<file path="src/pfp_pkg.sv">
package pfp_pkg;
    // frame layout
    localparam int FRAME_BITS = 16;
    localparam int CNT_W = 4;
    localparam int LEAD_MSB = 15;
    localparam int LEAD_LSB = 14;
    localparam int CMD_MSB = 13;
    localparam int CMD_LSB = 10;
    localparam int DATA_W = 10;
    localparam int CTRL_W = 4;
    localparam int ADDR_W = 5;
    localparam int PAD_W = FRAME_BITS - DATA_W;
    // command codes
    localparam logic [3:0] CMD_NOP = 4'h0;
    localparam logic [3:0] CMD_WR_WIPER = 4'h1;
    localparam logic [3:0] CMD_RD_WIPER = 4'h2;
    localparam logic [3:0] CMD_STORE = 4'h3;
    localparam logic [3:0] CMD_REFRESH = 4'h4;
    localparam logic [3:0] CMD_RD_MEM = 4'h5;
    localparam logic [3:0] CMD_WR_CTRL = 4'h6;
    localparam logic [3:0] CMD_RD_CTRL = 4'h7;
    localparam logic [3:0] CMD_SHUTDOWN = 4'h8;
    // control register bits
    localparam int CTRL_STORE_EN_BIT = 0;
    localparam int CTRL_WIPER_EN_BIT = 1;
    localparam logic [3:0] CTRL_RESET = 4'h0;
    // wiper memory
    localparam int MEM_SLOTS = 20;
    localparam logic [4:0] MEM_SLOTS_V = 5'h14;
    localparam logic [9:0] WIPER_MIDSCALE = 10'h200;
    // timing
    localparam int CLK_PERIOD_NS = 4;
    localparam int STORE_TIME_US = 6000;
    localparam int STORE_CYCLES = STORE_TIME_US * 1000 / CLK_PERIOD_NS;
    localparam int OP_BUSY_CYCLES = 4;
    localparam int TIMER_W = 21;
    localparam logic [20:0] OP_BUSY_LOAD = 21'(OP_BUSY_CYCLES - 1);
    // whole state of the frame port
    typedef struct packed {
        logic active;
        logic full;
        logic [CNT_W-1:0] cnt;
        logic [FRAME_BITS-1:0] shift;
        logic [DATA_W-1:0] wiper;
        logic [CTRL_W-1:0] ctrl;
        logic shdn;
        logic [4:0] used;
        logic [MEM_SLOTS-1:0][DATA_W-1:0] mem;
        logic busy;
        logic [TIMER_W-1:0] timer;
    } pfp_state_t;
endpackage : pfp_pkg

</file>
<file path="src/pfp_serial_frame_port.sv">
`timescale 1ns/1ps
`default_nettype none
module pfp_serial_frame_port #(
    parameter int STORE_CYCLES = pfp_pkg::STORE_CYCLES
) (
    input wire logic core_clk,
    input wire logic rst_n,
    input wire logic frame_sel_n,
    input wire logic serial_clk,
    input wire logic serial_in,
    output logic serial_out,
    output logic serial_out_oe,
    output logic ready,
    output logic ready_oe,
    output logic [pfp_pkg::DATA_W-1:0] wiper_setting_register,
    output logic shutdown
);
    logic [1:0] rst_pipe;
    logic rst_sync_n;
    logic [2:0] pin_level;
    logic [2:0] pin_rise;
    logic [2:0] pin_fall;
    logic sclk_fall;
    logic sel_fall;
    logic sel_rise;
    logic din_s;
    logic frame_ok;
    logic [3:0] cmd;
    logic [pfp_pkg::DATA_W-1:0] data;
    pfp_pkg::pfp_state_t st;
    pfp_pkg::pfp_state_t next_st;

    // reset released through two flops
    always_ff @(posedge core_clk or negedge rst_n) begin
        if (!rst_n) begin
            rst_pipe <= 2'h0;
        end else begin
            rst_pipe <= {rst_pipe[0], 1'b1};
        end
    end
    assign rst_sync_n = rst_pipe[1];

    // pins: bit 0 serial clock, bit 1 select, bit 2 data
    pfp_pin_sync #(
        .W(3)
    ) u_pins (
        .clk(core_clk),
        .rst_n(rst_sync_n),
        .pin({serial_in, frame_sel_n, serial_clk}),
        .level(pin_level),
        .rise(pin_rise),
        .fall(pin_fall)
    );

    assign sclk_fall = pin_fall[0];
    assign sel_fall = pin_fall[1];
    assign sel_rise = pin_rise[1];
    assign din_s = pin_level[2];

    // frame qualifies only on whole multiples of sixteen bits
    assign frame_ok = st.active && sel_rise && st.full && (st.cnt == 4'h0);
    assign cmd = st.shift[pfp_pkg::CMD_MSB:pfp_pkg::CMD_LSB];
    assign data = st.shift[pfp_pkg::DATA_W-1:0];

    always_comb begin
        logic [4:0] idx;
        logic zero_lead;
        idx = 5'(st.used - 5'h01);
        zero_lead = (st.shift[pfp_pkg::LEAD_MSB:pfp_pkg::LEAD_LSB] == 2'h0);
        next_st = st;
        // ready stays low until the busy timer runs out
        if (st.busy) begin
            if (st.timer == '0) begin
                next_st.busy = 1'b0;
            end else begin
                next_st.timer = st.timer - 21'h000001;
            end
        end
        // count restarts at each select fall
        if (sel_fall) begin
            next_st.active = 1'b1;
            next_st.full = 1'b0;
            next_st.cnt = 4'h0;
        end else if (st.active && sclk_fall) begin
            // shift on the falling clock, msb arrives first
            next_st.shift = {st.shift[pfp_pkg::FRAME_BITS-2:0], din_s};
            next_st.cnt = st.cnt + 4'h1;
            if (st.cnt == 4'hF) begin
                next_st.full = 1'b1;
            end
        end
        if (sel_rise) begin
            next_st.active = 1'b0;
        end
        // act at select rise; partial frames fall through untouched
        // frames without two leading zeros are dropped; locked while busy
        if (frame_ok && zero_lead && !st.busy) begin
            case (cmd)
                pfp_pkg::CMD_WR_WIPER: begin
                    if (st.ctrl[pfp_pkg::CTRL_WIPER_EN_BIT]) begin
                        next_st.wiper = data;
                    end
                end
                pfp_pkg::CMD_RD_WIPER: begin
                    next_st.shift = {pfp_pkg::PAD_W'(0), st.wiper};
                end
                pfp_pkg::CMD_STORE: begin
                    if (st.ctrl[pfp_pkg::CTRL_STORE_EN_BIT] &&
                            st.used < pfp_pkg::MEM_SLOTS_V) begin
                        next_st.mem[st.used] = st.wiper;
                        next_st.used = st.used + 5'h01;
                    end
                end
                pfp_pkg::CMD_REFRESH: begin
                    next_st.wiper = (st.used == 5'h00) ? pfp_pkg::WIPER_MIDSCALE : st.mem[idx];
                end
                pfp_pkg::CMD_RD_MEM: begin
                    // addresses past the last slot return the used-slot count
                    if (data[pfp_pkg::ADDR_W-1:0] < pfp_pkg::MEM_SLOTS_V) begin
                        next_st.shift = {pfp_pkg::PAD_W'(0), st.mem[data[pfp_pkg::ADDR_W-1:0]]};
                    end else begin
                        next_st.shift = {11'h000, st.used};
                    end
                end
                pfp_pkg::CMD_WR_CTRL: begin
                    next_st.ctrl = data[pfp_pkg::CTRL_W-1:0];
                end
                pfp_pkg::CMD_RD_CTRL: begin
                    next_st.shift = {12'h000, st.ctrl};
                end
                pfp_pkg::CMD_SHUTDOWN: begin
                    next_st.shdn = data[0];
                end
                default: begin
                    next_st.shdn = st.shdn;
                end
            endcase
            // every defined command but a no-op starts a busy window; codes above 8 do not
            if (cmd != pfp_pkg::CMD_NOP && cmd <= pfp_pkg::CMD_SHUTDOWN) begin
                next_st.busy = 1'b1;
                next_st.timer = (cmd == pfp_pkg::CMD_STORE) ?
                    21'(STORE_CYCLES - 1) : pfp_pkg::OP_BUSY_LOAD;
            end
        end
    end

    always_ff @(posedge core_clk or negedge rst_sync_n) begin
        if (!rst_sync_n) begin
            st <= '{active: 1'b0, full: 1'b0, cnt: '0, shift: '0,
                    wiper: pfp_pkg::WIPER_MIDSCALE, ctrl: pfp_pkg::CTRL_RESET,
                    shdn: 1'b0, used: '0, mem: '0, busy: 1'b0, timer: '0};
        end else begin
            st <= next_st;
        end
    end

    // open drain: level fixed low, only the enable moves
    assign serial_out = 1'b0;
    // msb of the shifter is driven out during a frame
    assign serial_out_oe = st.active && !st.shift[pfp_pkg::FRAME_BITS-1];
    // ready pulled low while busy, released high otherwise
    assign ready = 1'b0;
    assign ready_oe = st.busy;
    assign wiper_setting_register = st.wiper;
    assign shutdown = st.shdn;
endmodule : pfp_serial_frame_port
`default_nettype wire

</file>
<file path="src/pfp_pin_sync.sv">
`timescale 1ns/1ps
`default_nettype none
module pfp_pin_sync #(
    parameter int W = 3
) (
    input wire logic clk,
    input wire logic rst_n,
    input wire logic [W-1:0] pin,
    output logic [W-1:0] level,
    output logic [W-1:0] rise,
    output logic [W-1:0] fall
);
    typedef struct packed {
        logic [W-1:0] meta;
        logic [W-1:0] sync;
        logic [W-1:0] prev;
    } pfp_sync_t;

    pfp_sync_t s;
    pfp_sync_t next_s;

    // two flops, then a third copy for edges; meta feeds only sync
    always_comb begin
        next_s.meta = pin;
        next_s.sync = s.meta;
        next_s.prev = s.sync;
    end

    always_ff @(posedge clk or negedge rst_n) begin
        if (!rst_n) begin
            s <= '1; // select and clock idle high, so no false edge after reset
        end else begin
            s <= next_s;
        end
    end

    // per-pin edge detection on the settled copies
    for (genvar i = 0; i < W; i++) begin : g_edge
        assign level[i] = s.sync[i];
        assign rise[i] = s.sync[i] & ~s.prev[i];
        assign fall[i] = ~s.sync[i] & s.prev[i];
    end
endmodule : pfp_pin_sync
`default_nettype wire

</file>
<file path="config.mk">
export PLATFORM = sky130hd
export DESIGN_NAME = pfp_serial_frame_port
export DESIGN_NICKNAME = d
export VERILOG_FILES = /design/src/pfp_pkg.sv /design/src/pfp_serial_frame_port.sv /design/src/pfp_pin_sync.sv
export SDC_FILE = /design/constraint.sdc
export NUM_CORES = 1
export LEC_CHECK = 0
export ABC_AREA = 1
export BUFFER_PORTS_ARGS = -buffer_cell sky130_fd_sc_hd__buf_2
export CAP_MARGIN = 20
export CORE_MARGIN = 1.5
export CORE_UTILIZATION = 50
export DETAILED_ROUTE_END_ITERATION = 10
export GPL_ROUTABILITY_DRIVEN = 0
export PLACE_DENSITY = 0.64
export SYNTH_ARGS = -nofsm -noshare
export SYNTH_HDL_FRONTEND = slang
export SYNTH_SLANG_ARGS = --single-unit
</file>
<file path="constraint.sdc">
create_clock -name core_clk -period 10 [get_ports core_clk]
set_input_delay 1 -clock core_clk [delete_from_list [all_inputs] [get_ports core_clk]]
set_output_delay 1 -clock core_clk [all_outputs]
set_load 0.05 [all_outputs]
</file>
Word level (Yosys, flattened, before mapping). Index checks and enable logic that the tools add are counted.

Bits of input ports: 5. Register bits after elaboration: 274. Memories kept: 0. RAM bits: 0. ROM bits: 0. Word-level logic and storage cells: 115. Bits in latches: 0. Output and inout bits: 15.

Eq/ne operators: 10. Multipliers: 0. Add/sub/neg operators: 4. Bitwise gates (word level): 6. Div/mod/pow operators: 0. Shifts and indexed selects: 0. Reductions and logical operators: 26. Magnitude comparators: 7. Muxes and demuxes: 28.

Operators with widths (number): $mux 205 (2); $mux 258 (1); $bwmux 200 (1); $bmux 10 s5 (2); $mux 21 (3); $mux 10 (6); $demux 10 s5 (1); $pmux 16 s3 (1); $mux 22 (2); $logic_not 21->1 (1); $sub 21x1->21 const B (1); $pmux 10 s2 (1); $lt 5x6->1 const B (3); $eq 4x3->1 const B (4); $mux 16 (1); $logic_and 1x1->1 (10); $lt 5x5->1 const B (2); $eq 4x2->1 const B (2); $eq 4x4->1 const B (2); $reduce_bool 2->1 (4); $reduce_and 2->1 (3); $reduce_and 3->1 (2); $add 5x1->5 const B (1); $ge 5x1->1 const B (1); 15 further kinds (24).

Depth between registers and ports, before layout.
Depth in word-level cells: 8. Gate-level depth with buffers: 16. Mapped depth without buffers: 12.

Cells and area by module. Synthesis repeated with hierarchy kept, for this count alone.

Cells, all modules: 2092. Area total of the unflattened synthesis: 15387.3 um2.

By module, submodules not included: pfp_serial_frame_port (seq. area each 6657.6 um2, area an instance 15083.2 um2, times used 1, cells an instance 2068); pfp_pin_sync (seq. area each 236.5 um2, area an instance 304.0 um2, times used 1, cells an instance 24).

Worst setup path after synthesis. No wires, ideal clock.

Path type: flip-flop to flip-flop. From: reg st[222] (netlist name). To: reg st, in the netlist wiper_setting_register[1]. Setup slack: 7.779 ns. Period minus slack after synthesis: 2.221 ns. Required time: 9.923 ns. Cell stages (with the launch flop): 16. Data arrival time: 2.144 ns. Path buffers: 4. Path through: dfrtp_1 -> buf_4 -> inv_2 -> buf_2 -> ha_1 -> clkbuf_1 -> inv_1 -> buf_1 -> a21oi_1 -> o21ai_0 -> nand3_1 -> nand3_1 -> nand2_1 -> nand2_1 -> nand2_1 -> a21oi_1.

Word-level cells in the longest chain between the ends: 5. Elaborated cells on any way between the ends: 6. Those cells by class: add/sub (1); mux (4); reduce/logical (1).

Ends and longest elaborated chain: from (decl) (RTL line pfp_serial_frame_port.sv:30) `pfp_pkg::pfp_state_t st;`; from (signal assigned) (RTL line pfp_serial_frame_port.sv:149) `st <= '{active: 1'b0, full: 1'b0, cnt: '0, shift: '0,`; from (signal assigned) (RTL line pfp_serial_frame_port.sv:153) `st <= next_st;`; $sub 5x1->5 (RTL line pfp_serial_frame_port.sv:68) `idx = 5'(st.used - 5'h01);`; $bmux 10 s5 (RTL line pfp_serial_frame_port.sv:115) `next_st.wiper = (st.used == 5'h00) ? pfp_pkg::WIPER_MIDSCALE : st.mem[idx];`; $mux 10 (implied by the code) (RTL line pfp_serial_frame_port.sv:115); $mux 10 (*) (RTL line pfp_serial_frame_port.sv:115); $pmux 10 s2 (*) (RTL line pfp_serial_frame_port.sv:98) `case (cmd)`.

Every way passes the cells marked *; elsewhere a longest branch is shown, timed or not. The select of a mux whose other input is x is not followed. A chain may end at the register's enable or synchronous reset.

Worst setup path in the final report.
From: reg st[222] (netlist name). To: reg st, in the netlist wiper_setting_register[0].

Same word-level chain as after synthesis.

==> results.md <==
- Synth warnings: 0
- Vias in the first global route: 13700
- WHS: 261 ps
- Share of layout cells above drive strength 1: 5.85%
- Commonest cells in the netlist: nand2_1, dfrtp_1, inv_1, o21ai_0, nand3_1
- Final worst slack: 5970 ps
- Aggregate global routing overflow: 0
- Post-route cell area: 0.0168 mm2
- Clock sink total: 274
- Top Ports: 20
- Worst min-delay path category: primary input to async pin
- Worst EP arrival: 4490 ps
- Max IR drop VDD: 0.142 mV
- Worst-Skew Late Latency: 530 ps
- Total number of vias: 14500
- Num rows: 64
- Fill count: 2997
- DR iter-0 viols: 1662
- Synth Cell Area: 0.0157 mm2
- Slew headroom: 24.0%
- Final setup vio count: 0
- Drt drc: 1
- Die Wd: 180 um
- Post-cts resize count: 0
- Area Growth Syn to Fin: 6.84%
- Post-place instance area: 0.0156 mm2
- Crit path required time: 10460 ps
- CTS tree: built
- Hold buffer count at CTS: 0
- Main synth FF type: dfrtp_1
- Routed Antenna Nets: 0
- Final Skew: 21.9 ps
- Post-synth ARST share: 100%
- Leakage power: 7.64 nW
- CP startpoint kind: flop
- Worst Setup End Kind: flop
- Die Y: 180 um
- Slew Viols, Final: 0
- H-tree Lvls: 2
- Fmax: 248 MHz
- First-pass GRT wire length: 77200 um
- RSZ-0062 raised after global routing: no
- CTS Buffer Depth: 3
- Total track usage: 30.1%
- CTS buffer count: 34
- MaxCap Viol Count: 0
- Ant. Diodes: 0
- DR pass1 iterations: 10
- Failing checks: design-rule violations
- Min Tclk post-route: 4030 ps
- Total wire length: 48400 um
- Yosys cell types: 38
- I/O Buffers: 17
- Initial antenna violation count: 0
- Vias per cell: 5.65
- Area contributors post-synth: dfrtp_1, nand2_1, o21ai_0
- Pin count of the biggest net entering global routing: 147
- Core area: 0.0307 mm2
- Drt wl/cell: 18.9 um
- Area leader, netlist: dfrtp_1
- Starting density of the core: 51.1%
- Crit Path Class: flop to flop
- Setup WS pre-CTS: 6100 ps
- Syn_area_per_cell: 7.00 um2
- Cells after Synth: 2243
- Slew @ Worst Pin: 1140 ps
- Tcrit/Tclk final: 40.3%
- DP HPWL: 30300 um
- Final hold violation count: 0
- CP max FO: 97
- Setup TNS: 0 ps
- Outcome: finished with violations
- Most common cell in the synthesized netlist: nand2_1
- Area share of the largest cell type after synthesis: 42.2%
- Nets: 2160
- Final Power: 3.28 mW
- Post-CTS Setup Inserts: 0
- Seq cells post-synth: 274
- Clk slew on worst S/H paths: 60 ps
- Die area: 0.0325 mm2
- CTS root buf: clkbuf_16
- PD cells: 195 mW/mm2
- Number of synthesized flops with an enable pin: 0
- Seq/Total Area, Yosys: 43.7%
placed cells by master (no fill, tap or decap), types with 3 or more instances in the layout:
master,n
nand4_1,9
inv_2,9
o22ai_1,11
ha_1,10
buf_2,17
nor2_4,5
clkinv_2,7
nor3_2,3
o21ai_0,218
buf_4,9
a31oi_1,3
o211ai_1,5
a21oi_1,140
xor2_1,11
o21ai_1,144
nand3_1,186
dfrtp_4,3
dfrtp_1,261
nand3_2,7
a211oi_1,3
nor2_1,138
nand2_1,630
clkbuf_8,5
dfstp_2,9
nor3_1,11
conb_1,3
bufinv_16,3
clkbuf_1,8
inv_1,243
clkbuf_16,37
worst max-delay path, stage by stage, from the launching register on:
cell and delay [ps]:
dfrtp_4 1070, inv_2 470, ha_1 410, xnor2_2 140, buf_4 250, inv_1 740, nand3_1 260, nand3_1 210
nand2_1 80, nand2_1 70, nand2_1 70, a21oi_1 140
where the power goes:
group / leakage (nW) / total [mW] / switching [mW] / internal (mW)
registers: 3.76 / 1.22 / 0.0693 / 1.15
clock network: 0.576 / 1.29 / 0.495 / 0.791
logic: 3.30 / 0.777 / 0.566 / 0.211
total: 7.64 / 3.28 / 1.13 / 2.15
per-layer routing:
metal | wire length [um] | global-route usage (%)
met1 | 21500 | 42.8
met2 | 21500 | 46.7
met3 | 3950 | 5.01
met4 | 1530 | 10.7
met5 | 0 | 0
worst paths after layout:
path	startpoint	to	slack (ps)	cells past startpoint
worst max-delay path	st[222]$_DFFE_PN0P_	wiper_setting_register[0]$_DFFE_PN0P_	5970	11
worst min-delay path	rst_n	rst_pipe[1]$_DFF_PN0_	260	1
worst max register to register	st[222]$_DFFE_PN0P_	wiper_setting_register[0]$_DFFE_PN0P_	5970	11
worst min register to register	u_pins.next_s[5]$_DFF_PN1_	u_pins.level[2]$_DFF_PN1_	350	0
max in group asynchronous	rst_pipe[1]$_DFF_PN0_	async pin	8160	1
min in group core_clk	u_pins.next_s[5]$_DFF_PN1_	u_pins.level[2]$_DFF_PN1_	350	0
logic make-up after synthesis:
logic type               after synthesis  share of synthesized area, %
AND/OR/NAND/NOR                      998                          26.4
AO/OA/AOI/OAI                        525                          17.0
buffers and inverters                418                          11.1
flip-flops                           274                          43.7
XOR/XNOR                              15                         0.884
adder cells (fa/ha/maj)               11                         0.876
other                                  2                        0.0478
through the flow:
| step | utilization, % | std cells |
|---|---|---|
| floorplan | - | 2244 |
| global placement | 50.8 | 2504 |
| detailed placement | 50.8 | 2504 |
| CTS | 54.6 | 2566 |
| global route | 54.6 | 2566 |
| finish | 54.6 | 2566 |
cell type report:
| cell class | count | area, um2 | share of cell area, % |
|---|---|---|---|
| clock buffer | 50 | 1020 | 6.11 |
| clock inverter | 12 | 145 | 0.865 |
| inverter | 255 | 958 | 5.71 |
| multi-input combinational | 1552 | 7110 | 42.3 |
| sequential | 274 | 6880 | 41.0 |
| tap | 396 | 495 | 2.95 |
| timing repair buffer | 27 | 173 | 1.03 |
No activity file was read; power rests on OpenSTA's default activity.
